<file path="src/rtl/residual_overvolt_pkg.sv">
// Constants of the residual definite-time overvoltage function
// Summary of operation
// - Compare residual RMS against percent start setting
// - Above setting: assert start, run delay
// - Fixed millisecond delay, independent of excess
// - Operation Off suppresses start and trip
// - Block input disables whole function
// - Start-only option suppresses general trip output
// - Decision logic drives general start, trip
// - Start-only zero gives both; one no trip
package residual_overvolt_pkg;
   localparam int          VOLT_W        = 8;
   localparam int          DELAY_W       = 16;
   localparam logic [7:0]  START_MIN     = 8'h02;
   localparam logic [7:0]  START_MAX     = 8'h3C;
   localparam logic [7:0]  START_DEFAULT = 8'h1E;
   localparam logic [15:0] DELAY_MAX     = 16'hEA60;
   localparam logic [15:0] DELAY_DEFAULT = 16'h0064;
   localparam int          MS_NS         = 1000000;
   localparam int          CLK_NS        = 10;
   localparam int          MS_CYCLES     = MS_NS / CLK_NS;
   localparam int          PRE_W         = 17;
   typedef enum logic [0:0] {
      OPER_OFF = 1'b0,
      OPER_ON  = 1'b1
   } oper_t;
   localparam oper_t OPER_DEFAULT = OPER_ON;
   localparam logic  START_ONLY_DEFAULT = 1'b0;
endpackage

</file>
<file path="src/rtl/ms_tick_gen.sv">
// Millisecond tick generator, restarted by a clear
`timescale 1ns/10ps
`default_nettype none
module ms_tick_gen (
   // Clock and reset
   input  wire logic clock,
   input  wire logic reset_n,
   // Control
   input  wire logic clear,
   output logic      tick
);
   localparam logic [residual_overvolt_pkg::PRE_W-1:0] LAST =
      residual_overvolt_pkg::PRE_W'(residual_overvolt_pkg::MS_CYCLES - 1);
   logic [residual_overvolt_pkg::PRE_W-1:0] count_ff;

   always_ff @(posedge clock or negedge reset_n) begin
      if (!reset_n) begin
         count_ff <= '0;
      end else if (clear || count_ff == LAST) begin
         count_ff <= '0;
      end else begin
         count_ff <= count_ff + 1'b1;
      end
   end

   assign tick = !clear && (count_ff == LAST);
endmodule
`default_nettype wire

</file>
<file path="src/rtl/residual_overvolt_function.sv">
// Residual definite-time overvoltage start and trip logic
`timescale 1ns/10ps
`default_nettype none
module residual_overvolt_function (
   // Clock and reset
   input  wire logic        clock,
   input  wire logic        reset_n,
   // Measurement from upstream, percent of rated voltage
   input  wire logic [7:0]  residual_voltage_rms,
   // Settings
   input  wire logic [7:0]  start_voltage_setting,
   input  wire logic [15:0] trip_delay_setting,
   input  wire logic        operation_select,
   input  wire logic        start_only_option,
   // User blocking, asynchronous to the clock
   input  wire logic        block_input,
   // Results
   output logic             general_start_out,
   output logic             general_trip_out,
   output logic             internal_start,
   output logic             internal_trip
);
   // Characteristic state: bit 0 is the start and bit 1 the trip, so the
   // internal indications come straight from the state flip-flops
   typedef enum logic [1:0] {
      CHAR_IDLE    = 2'b00,
      CHAR_TIMING  = 2'b01,
      CHAR_EXPIRED = 2'b11
   } char_state_t;

   // Block synchroniser
   logic                                      blk_meta_ff;
   logic                                      blk_sync_ff;

   // Settings after clamping
   logic [residual_overvolt_pkg::VOLT_W-1:0]  level;
   logic [residual_overvolt_pkg::DELAY_W-1:0] delay_lim;

   // Start condition
   logic                                      enabled;
   logic                                      blocked;
   logic                                      active;
   logic                                      over;
   logic                                      run;

   // Definite delay timer
   logic                                      tick_clear;
   logic                                      ms_tick;
   logic                                      timer_full;
   logic                                      expired;
   logic [residual_overvolt_pkg::DELAY_W-1:0] elapsed_ff;
   logic [residual_overvolt_pkg::DELAY_W-1:0] nxt_elapsed;

   // Characteristic and decision logic
   char_state_t                               state_ff;
   char_state_t                               nxt_state;
   logic                                      trip_allowed;
   logic                                      nxt_gen_start;
   logic                                      nxt_gen_trip;
   logic                                      gen_start_ff;
   logic                                      gen_trip_ff;

   // Block comes from user logic that may be on another clock; only the
   // second stage is read, so a block acts two edges late
   always_ff @(posedge clock or negedge reset_n) begin
      if (!reset_n) begin
         blk_meta_ff <= 1'b0;
         blk_sync_ff <= 1'b0;
      end else begin
         blk_meta_ff <= block_input;
         blk_sync_ff <= blk_meta_ff;
      end
   end

   // Out-of-range settings are clamped rather than refused, so a bad
   // setting word can never switch the protection off
   always_comb begin
      level = start_voltage_setting;
      if (start_voltage_setting < residual_overvolt_pkg::START_MIN) begin
         level = residual_overvolt_pkg::START_MIN;
      end else if (start_voltage_setting > residual_overvolt_pkg::START_MAX) begin
         level = residual_overvolt_pkg::START_MAX;
      end
   end

   // A delay above the top of the range is held at the top
   always_comb begin
      delay_lim = trip_delay_setting;
      if (trip_delay_setting > residual_overvolt_pkg::DELAY_MAX) begin
         delay_lim = residual_overvolt_pkg::DELAY_MAX;
      end
   end

   // Start condition
   assign enabled = operation_select == residual_overvolt_pkg::OPER_ON;
   assign blocked = blk_sync_ff;
   assign active  = enabled && !blocked;
   // Strictly above: a value equal to the setting does not start
   assign over    = residual_voltage_rms > level;
   assign run     = active && over;

   // The prescaler restarts at each start, so the first millisecond is
   // whole; the cost is that a short dip restarts the full delay
   assign tick_clear = !run;

   ms_tick_gen u_ms_tick (
      .clock   (clock),
      .reset_n (reset_n),
      .clear   (tick_clear),
      .tick    (ms_tick)
   );

   // A zero delay is full at once, so start and trip rise together
   assign timer_full = elapsed_ff >= delay_lim;

   // Whole milliseconds since the start; holds at the limit, never wraps
   always_comb begin
      nxt_elapsed = elapsed_ff;
      if (!run) begin
         nxt_elapsed = '0;
      end else if (ms_tick && !timer_full) begin
         nxt_elapsed = elapsed_ff + 1'b1;
      end
   end

   always_ff @(posedge clock or negedge reset_n) begin
      if (!reset_n) begin
         elapsed_ff <= '0;
      end else begin
         elapsed_ff <= nxt_elapsed;
      end
   end

   // Fixed delay: the excess over the setting plays no part
   assign expired = run && timer_full;

   // Characteristic: idle, timing toward a trip, or expired
   always_comb begin
      nxt_state = state_ff;
      unique case (state_ff)
         CHAR_IDLE: begin
            if (expired) begin
               nxt_state = CHAR_EXPIRED;
            end else if (run) begin
               nxt_state = CHAR_TIMING;
            end else begin
               nxt_state = CHAR_IDLE;
            end
         end
         CHAR_TIMING: begin
            if (!run) begin
               nxt_state = CHAR_IDLE;
            end else if (expired) begin
               nxt_state = CHAR_EXPIRED;
            end else begin
               nxt_state = CHAR_TIMING;
            end
         end
         CHAR_EXPIRED: begin
            if (!run) begin
               nxt_state = CHAR_IDLE;
            end else if (!expired) begin
               // Delay raised above the elapsed time while tripped
               nxt_state = CHAR_TIMING;
            end else begin
               nxt_state = CHAR_EXPIRED;
            end
         end
         default: begin
            // The spare code is never entered; leave it at once
            nxt_state = CHAR_IDLE;
         end
      endcase
   end

   // Reset leaves the function idle with no start or trip
   always_ff @(posedge clock or negedge reset_n) begin
      if (!reset_n) begin
         state_ff <= CHAR_IDLE;
      end else begin
         state_ff <= nxt_state;
      end
   end

   // Decision logic: the trip is gated after the characteristic, so the
   // internal trip still shows an expired delay in start-only mode
   assign trip_allowed = !start_only_option;

   always_comb begin
      nxt_gen_start = 1'b0;
      nxt_gen_trip  = 1'b0;
      if (nxt_state != CHAR_IDLE) begin
         nxt_gen_start = 1'b1;
      end
      if (nxt_state == CHAR_EXPIRED && trip_allowed) begin
         nxt_gen_trip = 1'b1;
      end
   end

   always_ff @(posedge clock or negedge reset_n) begin
      if (!reset_n) begin
         gen_start_ff <= 1'b0;
      end else begin
         gen_start_ff <= nxt_gen_start;
      end
   end

   always_ff @(posedge clock or negedge reset_n) begin
      if (!reset_n) begin
         gen_trip_ff <= 1'b0;
      end else begin
         gen_trip_ff <= nxt_gen_trip;
      end
   end

   // All four outputs come straight from flip-flops
   assign internal_start    = state_ff[0];
   assign internal_trip     = state_ff[1];
   assign general_start_out = gen_start_ff;
   assign general_trip_out  = gen_trip_ff;
endmodule
`default_nettype wire

</file>
<file path="config.mk">
export PLATFORM = sky130hd
export DESIGN_NAME = residual_overvolt_function
export DESIGN_NICKNAME = d
export VERILOG_FILES = /design/src/rtl/residual_overvolt_pkg.sv /design/src/rtl/ms_tick_gen.sv /design/src/rtl/residual_overvolt_function.sv
export SDC_FILE = /design/constraint.sdc
export NUM_CORES = 1
export LEC_CHECK = 0
export ABC_AREA = 1
export BUFFER_PORTS_ARGS = -buffer_cell sky130_fd_sc_hd__buf_2
export CAP_MARGIN = 20
export CORE_ASPECT_RATIO = 1.25
export CORE_MARGIN = 2
export CORE_UTILIZATION = 58
export CTS_CLUSTER_SIZE = 30
export DETAILED_ROUTE_END_ITERATION = 6
export PLACE_DENSITY = 0.79
export SETUP_SLACK_MARGIN = 0.2
export SLEW_MARGIN = 20
export SYNTH_ARGS = -nofsm -noshare
export SYNTH_HDL_FRONTEND = slang
export SYNTH_SLANG_ARGS = --single-unit
</file>
<file path="constraint.sdc">
create_clock -name clock -period 1.9 [get_ports clock]
set_input_delay 0.38 -clock clock [delete_from_list [all_inputs] [get_ports clock]]
set_output_delay 0.38 -clock clock [all_outputs]
set_load 0.02 [all_outputs]
</file>
==> results of run 1 <==
-- per-layer routing --
layer / vias up / share of wire / wire length, um
li1: 1481 / - / -
met1: 1392 / 0.37 / 2850
met2: 113 / 0.56 / 4350
met3: 23 / 0.039 / 301
met4: 0 / 0.030 / 233
met5: - / 0 / 0
-- logic make-up after synthesis --
logic type,count (synthesis)
xor gates and xnor gates,21
and+or+nand+nor,233
other,1
DFF,39
adders and majority gates,26
buffers and inverters,53
AOI/OAI and AO/OA,29
-- final timing paths --
| kind | endpoint | slack (ns) | cells past startpoint | start |
|---|---|---|---|---|
| max in group asynchronous | u_ms_tick.count_ff[15] | 1.40 | 2 | reset_n |
| worst min-delay path | blk_meta_ff | 0.14 | 2 | reset_n |
| worst max-delay path | elapsed_ff[12] | -0.56 | 18 | trip_delay_setting[12] |
| worst max register to register | elapsed_ff[12] | 0.05 | 10 | elapsed_ff[1] |
| min in group clock | blk_meta_ff | 0.19 | 1 | block_input |
| worst min register to register | blk_sync_ff | 0.36 | 0 | blk_meta_ff |
-- cells in the final DEF (no fill, tap or decap), types with 6 or more instances in the layout --
| master | netlist | final |
|---|---|---|
| buf_6 | 1 | 13 |
| nand3_2 | 1 | 11 |
| xor2_1 | 15 | 15 |
| nor2_1 | 67 | 60 |
| a21oi_1 | 17 | 10 |
| xnor2_1 | 6 | 6 |
| a21oi_2 | 0 | 7 |
| nand4_1 | 11 | 11 |
| nand2_2 | 0 | 15 |
| buf_4 | 0 | 42 |
| buf_2 | 4 | 29 |
| inv_1 | 46 | 43 |
| nand2_1 | 103 | 87 |
| nand3_1 | 32 | 22 |
| ha_1 | 26 | 25 |
| dfrtp_1 | 39 | 39 |
| nor3_1 | 8 | 7 |
-- state kept, by name (all words and copies together), names as in the netlist --
name                flops
general_trip_out        1
blk_sync_ff             1
u_ms_tick.count_ff     17
state_ff                2
blk_meta_ff             1
elapsed_ff             16
general_start_out       1
-- through the flow --
stage / setup TNS, ns / std cells / worst slack [ns] / total power (W)
2_1_floorplan: -9.25 / 403 / -0.542 / 0.000970
3_3_place_gp: -20.70 / 535 / -0.844 / 0.00108
3_5_place_dp: -23.05 / 535 / -0.936 / 0.00109
4_1_cts: -7.98 / 549 / -0.474 / 0.00180
5_1_grt: -14.86 / 555 / -0.746 / 0.00189
6_report: -9.70 / 555 / -0.563 / 0.00181
-- where the power goes --
| group | switching (W) | internal (W) | total (W) |
|---|---|---|---|
| clock network | 0.000286 | 0.000384 | 0.000670 |
| logic | 0.000161 | 0.000140 | 0.000301 |
| registers | 0.00000495 | 0.000836 | 0.000841 |
-- repair_timing --
action / in CTS / in global routing
setup buffers: 7 / 5
cloned: 0 / 1
hold buffers: 0 / 0
gates resized for setup: 52 / 21
setup endpoints to repair: 37 / 37
pin swaps: 6 / 7
-- cell type report --
class,count,area share
Multi-Input combinational cell,311,0.483
Sequential cell,39,0.244
Timing Repair Buffer,91,0.183
Inverter,47,0.0453
Tap cell,60,0.0187
Clock buffer,5,0.0172
Clock inverter,2,0.00937
-- worst max-delay path: cells and delay by family --
kind	cells	cell delay [ns]
fa+ha+maj	1	0.29
buf+inv	4	0.55
simple gates	11	1.10
compound gates	2	0.32
==> impl_metrics.py, run 1 <==
metrics = {
    "timing": {
        "clock_skew_ns": 0.0150,
        "setup_viol": 32,
        "rsz0062_at_grt": "true",
        "setup_ws_ns": -0.563,
        "finalCriticalPeriod_ns": 2.46,
        "timing_hold_violations_final": 0,
        "holdWs_ns": 0.140,
        "max_slew.worst_pin.slew_ns": 0.504,
        "period_share": 1.30,
        "max_freq_mhz": 406,
        "slew_headroom": 0.664,
        "slew_violations": 0,
    },
    "global_route": {
        "antenna_found_initial": 0,
        "grt-ovfl-total": 0,
        "grt_max_degree": 40,
        "grt_use_total": 0.285,
        "grt_pass1_wl_um": 12500,
        "grt_pass1_vias": 3066,
        "busiest_layer": "met2",
        "grtUsageMet2": 0.548,
        "met3_usage": 0.0407,
        "use_met1": 0.292,
    },
    "final_layout": {
        "area_growth_pct": 38.7,
        "drive_gt1_frac": 0.317,
        "multi_input_area_mm2": 0.00194,
        "fin_util": 0.841,
        "register_area_um2": 976,
        "num_antenna_cells": 0,
        "nNetsFinal": 558,
        "stdcell_area_mm2": 0.00401,
        "num-fill-cells": 288,
    },
    "setup_path": {
        "crit_fanout": 5,
        "critPathKind": "in -> reg",
        "worst_setup_path_start_kind": "input port",
        "crit_slowest_cell": "ha_1",
        "cp_slowest_stage_delay_ns": 0.29,
        "end_kind": "flop",
        "cp.required_ns": 2.09,
        "worst-endpoint-arrival_ns": 2.65,
        "crit_chain": "buf_8 > nor3_4 > nand4_1 > o211ai_2 > buf_4 > a21oi_2 > ha_1 > nand2_1 > inv_1 > nand2_2 > nor2_1 > nor2_1 > nand2_1 > nand2_2 > nand3_4 > clkbuf_16 > nand3_1 > nand2_1",
        "cpMostUsedCell": "nand2_1",
    },
    "placement": {
        "gp_congestion": 0.893,
        "place_hpwl_um": 5170,
        "post_dp_cell_area_mm2": 0.00347,
        "io_buffers": 40,
    },
    "status": {
        "status": "finished, violations left",
        "violations": "setup timing",
    },
    "clocking": {
        "cts-htree-levels": 2,
        "clkLatencyLatePin_ns": 0.29,
        "path_clk_slew_ns": 0.08,
        "cts_sinks": 39,
        "cts_tree": "built",
        "cts_inserted_buffers": 5,
        "cts_buffer_depth": 2,
        "root_buffer": "clkbuf_8",
    },
    "routing": {
        "wl_per_cell_um": 13.9,
        "ant_nets": 0,
        "viasPerCell": 5.42,
        "wirelength_um": 7740,
        "dr.pass1.iters": 4,
        "drc": 0,
        "drt-initial-drc-count": 176,
        "vias": 3009,
    },
    "yosys": {
        "synthSimpleGateAreaFrac": 0.353,
        "avgSynthCellArea_um2": 7.19,
        "synthCells": 402,
        "synth_compound_area_frac": 0.0585,
        "synth_top_area_cell": "dfrtp_1",
        "synth_area_leaders": "dfrtp_1 (34%), nand2_1 (13%), ha_1 (11%)",
        "synth-edff-count": 0,
        "synthFlopType": "dfrtp_1",
        "ys_top_cells_by_count": "nand2_1 (103), nor2_1 (67), inv_1 (46), dfrtp_1 (39), nand3_1 (32)",
        "yosysSeqAreaShare": 0.338,
        "yosysWarnings": 0,
        "synth.distinct_cells": 32,
        "synth_mux_area_frac": 0,
        "synthAdderAreaFrac": 0.113,
        "synth_top_family_by_area": "simple AND/OR/NAND/NOR gates",
        "syn_area_mm2": 0.00289,
        "yosysMostFrequentCell": "nand2_1",
        "ys_ff_latch": 39,
        "yosysTopAreaCellShare": 0.338,
        "async_flop_share": 1.00,
        "synth_xor_area_frac": 0.0637,
    },
    "power": {
        "powerDensity_mw_per_mm2": 452,
        "ir_worst_vdd_mv": 0.327,
        "leakage_nw": 2.02,
    },
    "job": {
        "drv_cap": 0,
    },
    "worst_hold_path": {
        "hp-class": "in -> async",
    },
    "floorplan": {
        "initial_core_util": 0.606,
        "die_w_um": 67.1,
        "io_pins": 41,
        "rows": 28,
        "die_height_um": 82.9,
        "core-area_mm2": 0.00476,
        "die-area_mm2": 0.00557,
    },
}
Power figures use the tool's default switching activity.
==> run 2, diff against run 1 <==
==> constraint.sdc (replaced) <==
create_clock -name clock -period 2.8 [get_ports clock]
set_input_delay 0.56 -clock clock [delete_from_list [all_inputs] [get_ports clock]]
set_output_delay 0.56 -clock clock [all_outputs]
set_load 0.02 [all_outputs]
==> run 2 against run 1 <==
  * The flow now finishes without violations
  * Sequential share of layout area grew 3.2 points
  * Total power shrank 33%
  * Setup slack gained 0.77 ns
  * Non-clock buffer count shrank 32
  * First-iteration DRC count shrank 23%
  * Cell area shrank 11%
  * Register-to-register slack gained 0.92 ns
  * Via count shrank 7.6%
  * Largest power group unchanged
==> impl_metrics.py, run 2 (synthesis results as in run 1) <==
metrics = {
    "setup_path": {
        "crit_end": "elapsed_ff[6]",
        "r2r_start": "elapsed_ff[9]",
        "end_kind": "flop",
        "startpoint": "trip_delay_setting[12]",
        "worst-endpoint-arrival_ns": 2.82,
        "r2r_slack_ns": 0.97,
        "crit_fanout": 8,
        "cp.required_ns": 3.03,
        "critPathKind": "in -> reg",
        "rr_worst_depth": 12,
        "worst_setup_path_start_kind": "input port",
        "rr_endpoint": "elapsed_ff[6]",
    },
    "job": {
        "drv_cap": 0,
    },
    "floorplan": {
        "io_pins": 41,
        "die_height_um": 82.9,
        "die-area_mm2": 0.00557,
        "initial_core_util": 0.606,
        "core-area_mm2": 0.00476,
        "die_w_um": 67.1,
        "rows": 28,
    },
    "clocking": {
        "path_clk_slew_ns": 0.08,
        "cts_inserted_buffers": 5,
        "cts-htree-levels": 2,
        "clkLatencyLatePin_ns": 0.29,
        "cts_buffer_depth": 2,
        "cts_sinks": 39,
        "cts_tree": "built",
        "root_buffer": "clkbuf_8",
    },
    "final_layout": {
        "num_antenna_cells": 0,
        "nNetsFinal": 527,
        "drive_gt1_frac": 0.202,
        "area_growth_pct": 22.8,
        "largest_register_ff_count": 17,
        "largest-register": "u_ms_tick.count_ff",
        "num-fill-cells": 381,
        "stdcell_area_mm2": 0.00355,
        "reg.largest.list": "u_ms_tick.count_ff (17), elapsed_ff (16), state_ff (2)",
        "mostFrequentLayoutCells": "nand2_1 (95), nor2_1 (67), inv_1 (44)",
        "stdcell_count": 525,
        "mostFrequentLayoutCell": "nand2_1",
    },
    "timing": {
        "slew_violations": 0,
        "rsz0062_at_grt": "true",
        "clock_skew_ns": 0.00712,
        "slew_headroom": 0.442,
        "holdWs_ns": 0.353,
        "max_freq_mhz": 386,
        "period_share": 0.925,
        "setup_viol": 0,
        "setup_ws_ns": 0.211,
        "finalCriticalPeriod_ns": 2.59,
        "timing_hold_violations_final": 0,
        "max_slew.worst_pin.slew_ns": 0.838,
    },
    "global_route": {
        "antenna_found_initial": 0,
        "grt_use_total": 0.246,
        "grt-ovfl-total": 0,
        "grt_pass1_vias": 2760,
        "grt_pass1_wl_um": 11000,
        "grt_max_degree": 40,
    },
    "worst_hold_path": {
        "hp-class": "reg -> reg",
    },
    "routing": {
        "drc": 0,
        "wl_met1_um": 2500,
        "route.met2.wl_um": 3750,
        "drt-initial-drc-count": 135,
        "viasPerCell": 5.30,
        "highest_layer": "met4",
        "dr.pass1.iters": 5,
        "vias": 2781,
        "ant_nets": 0,
        "dr_wl_met3_um": 216,
        "wirelength_um": 6630,
        "wl_per_cell_um": 12.6,
    },
    "status": {
        "status": "completed",
    },
    "placement": {
        "io_buffers": 40,
        "gp_congestion": 0.848,
        "place_hpwl_um": 5020,
        "pre_cts_slack_ns": -0.156,
        "post_dp_cell_area_mm2": 0.00326,
        "dp_cells": 513,
    },
    "power": {
        "finalPower_w": 0.00121,
        "leakage_nw": 1.81,
        "ir_worst_vdd_mv": 0.252,
        "powerDensity_mw_per_mm2": 340,
    },
}
## run 2: cell count changes in the layout (fill, tap and decap cells not counted), sizes merged
| cell | before | now |
|---|---|---|
| buf | 90 | 59 |
| clkinv | 0 | 1 |
| clkinvlp | 1 | 0 |
| nand2 | 104 | 105 |
## run 2: per-layer routing
layer / vias up / global-route usage
li1: 1415 / -
met3: 17 / 0.0325
met4: 0 / 0.0872
met5: - / 0
met2: 80 / 0.476
met1: 1269 / 0.255
## run 2: timing repair
item	CTS	global route
resized for setup	1	28
pin swaps	1	6
cloned	0	1
buffers inserted	2	1
hold buffers	0	0
setup endpoints to repair	16	33
## run 2: through the flow
step	TNS (ns)	utilization
2_1_floorplan	0	-
3_3_place_gp	-0.931	0.684
3_5_place_dp	-3.11	0.684
4_1_cts	0	0.713
5_1_grt	0	0.744
6_report	0	0.744
## run 2: critical path, stage by stage
cell and delay, ns:
buf_6 0.10, nor3_4 0.19, nand4_1 0.21, o211ai_4 0.32, buf_6 0.15, a21oi_2 0.05, ha_1 0.29, nand2_1 0.07
inv_1 0.03, nand2_1 0.07, nor2_1 0.05, nor2_1 0.09, nand2_1 0.07, nand2_2 0.08, nand3_4 0.10, buf_12 0.16
nand2_4 0.10, nand2_1 0.07, nand2_1 0.05
## run 2: report_power, final
| group | leakage [nW] | total (W) | switching, W | internal, W |
|---|---|---|---|---|
| Clock | 0.0612 | 0.000477 | 0.000189 | 0.000288 |
| Combinational | 1.21 | 0.000159 | 0.0000920 | 0.0000670 |
| Sequential | 0.539 | 0.000570 | 0.00000289 | 0.000567 |
| Total | 1.81 | 0.00121 | 0.000284 | 0.000923 |
## run 2: layout make-up
cell class | instances | area, um2 | share of cell area
flip-flops and latches | 39 | 976 | 0.275
clock inverters | 2 | 35.0 | 0.00988
repair buffers | 59 | 392 | 0.110
multi-input cells | 312 | 1810 | 0.509
clock buffers | 6 | 82.6 | 0.0233
well taps | 60 | 75.1 | 0.0212
inverters | 47 | 181 | 0.0511
## run 2: worst min path at each step
stage / cells after the start / endpoint / slack, ns / start
final: 0 / blk_sync_ff / 0.35 / blk_meta_ff
after global routing: 0 / blk_sync_ff / 0.36 / blk_meta_ff
after CTS: 0 / blk_sync_ff / 0.36 / blk_meta_ff
after detailed placement: 0 / blk_sync_ff / 0.34 / blk_meta_ff
after global placement: 0 / blk_sync_ff / 0.34 / blk_meta_ff
after floorplan: 0 / blk_meta_ff / 0.26 / reset_n
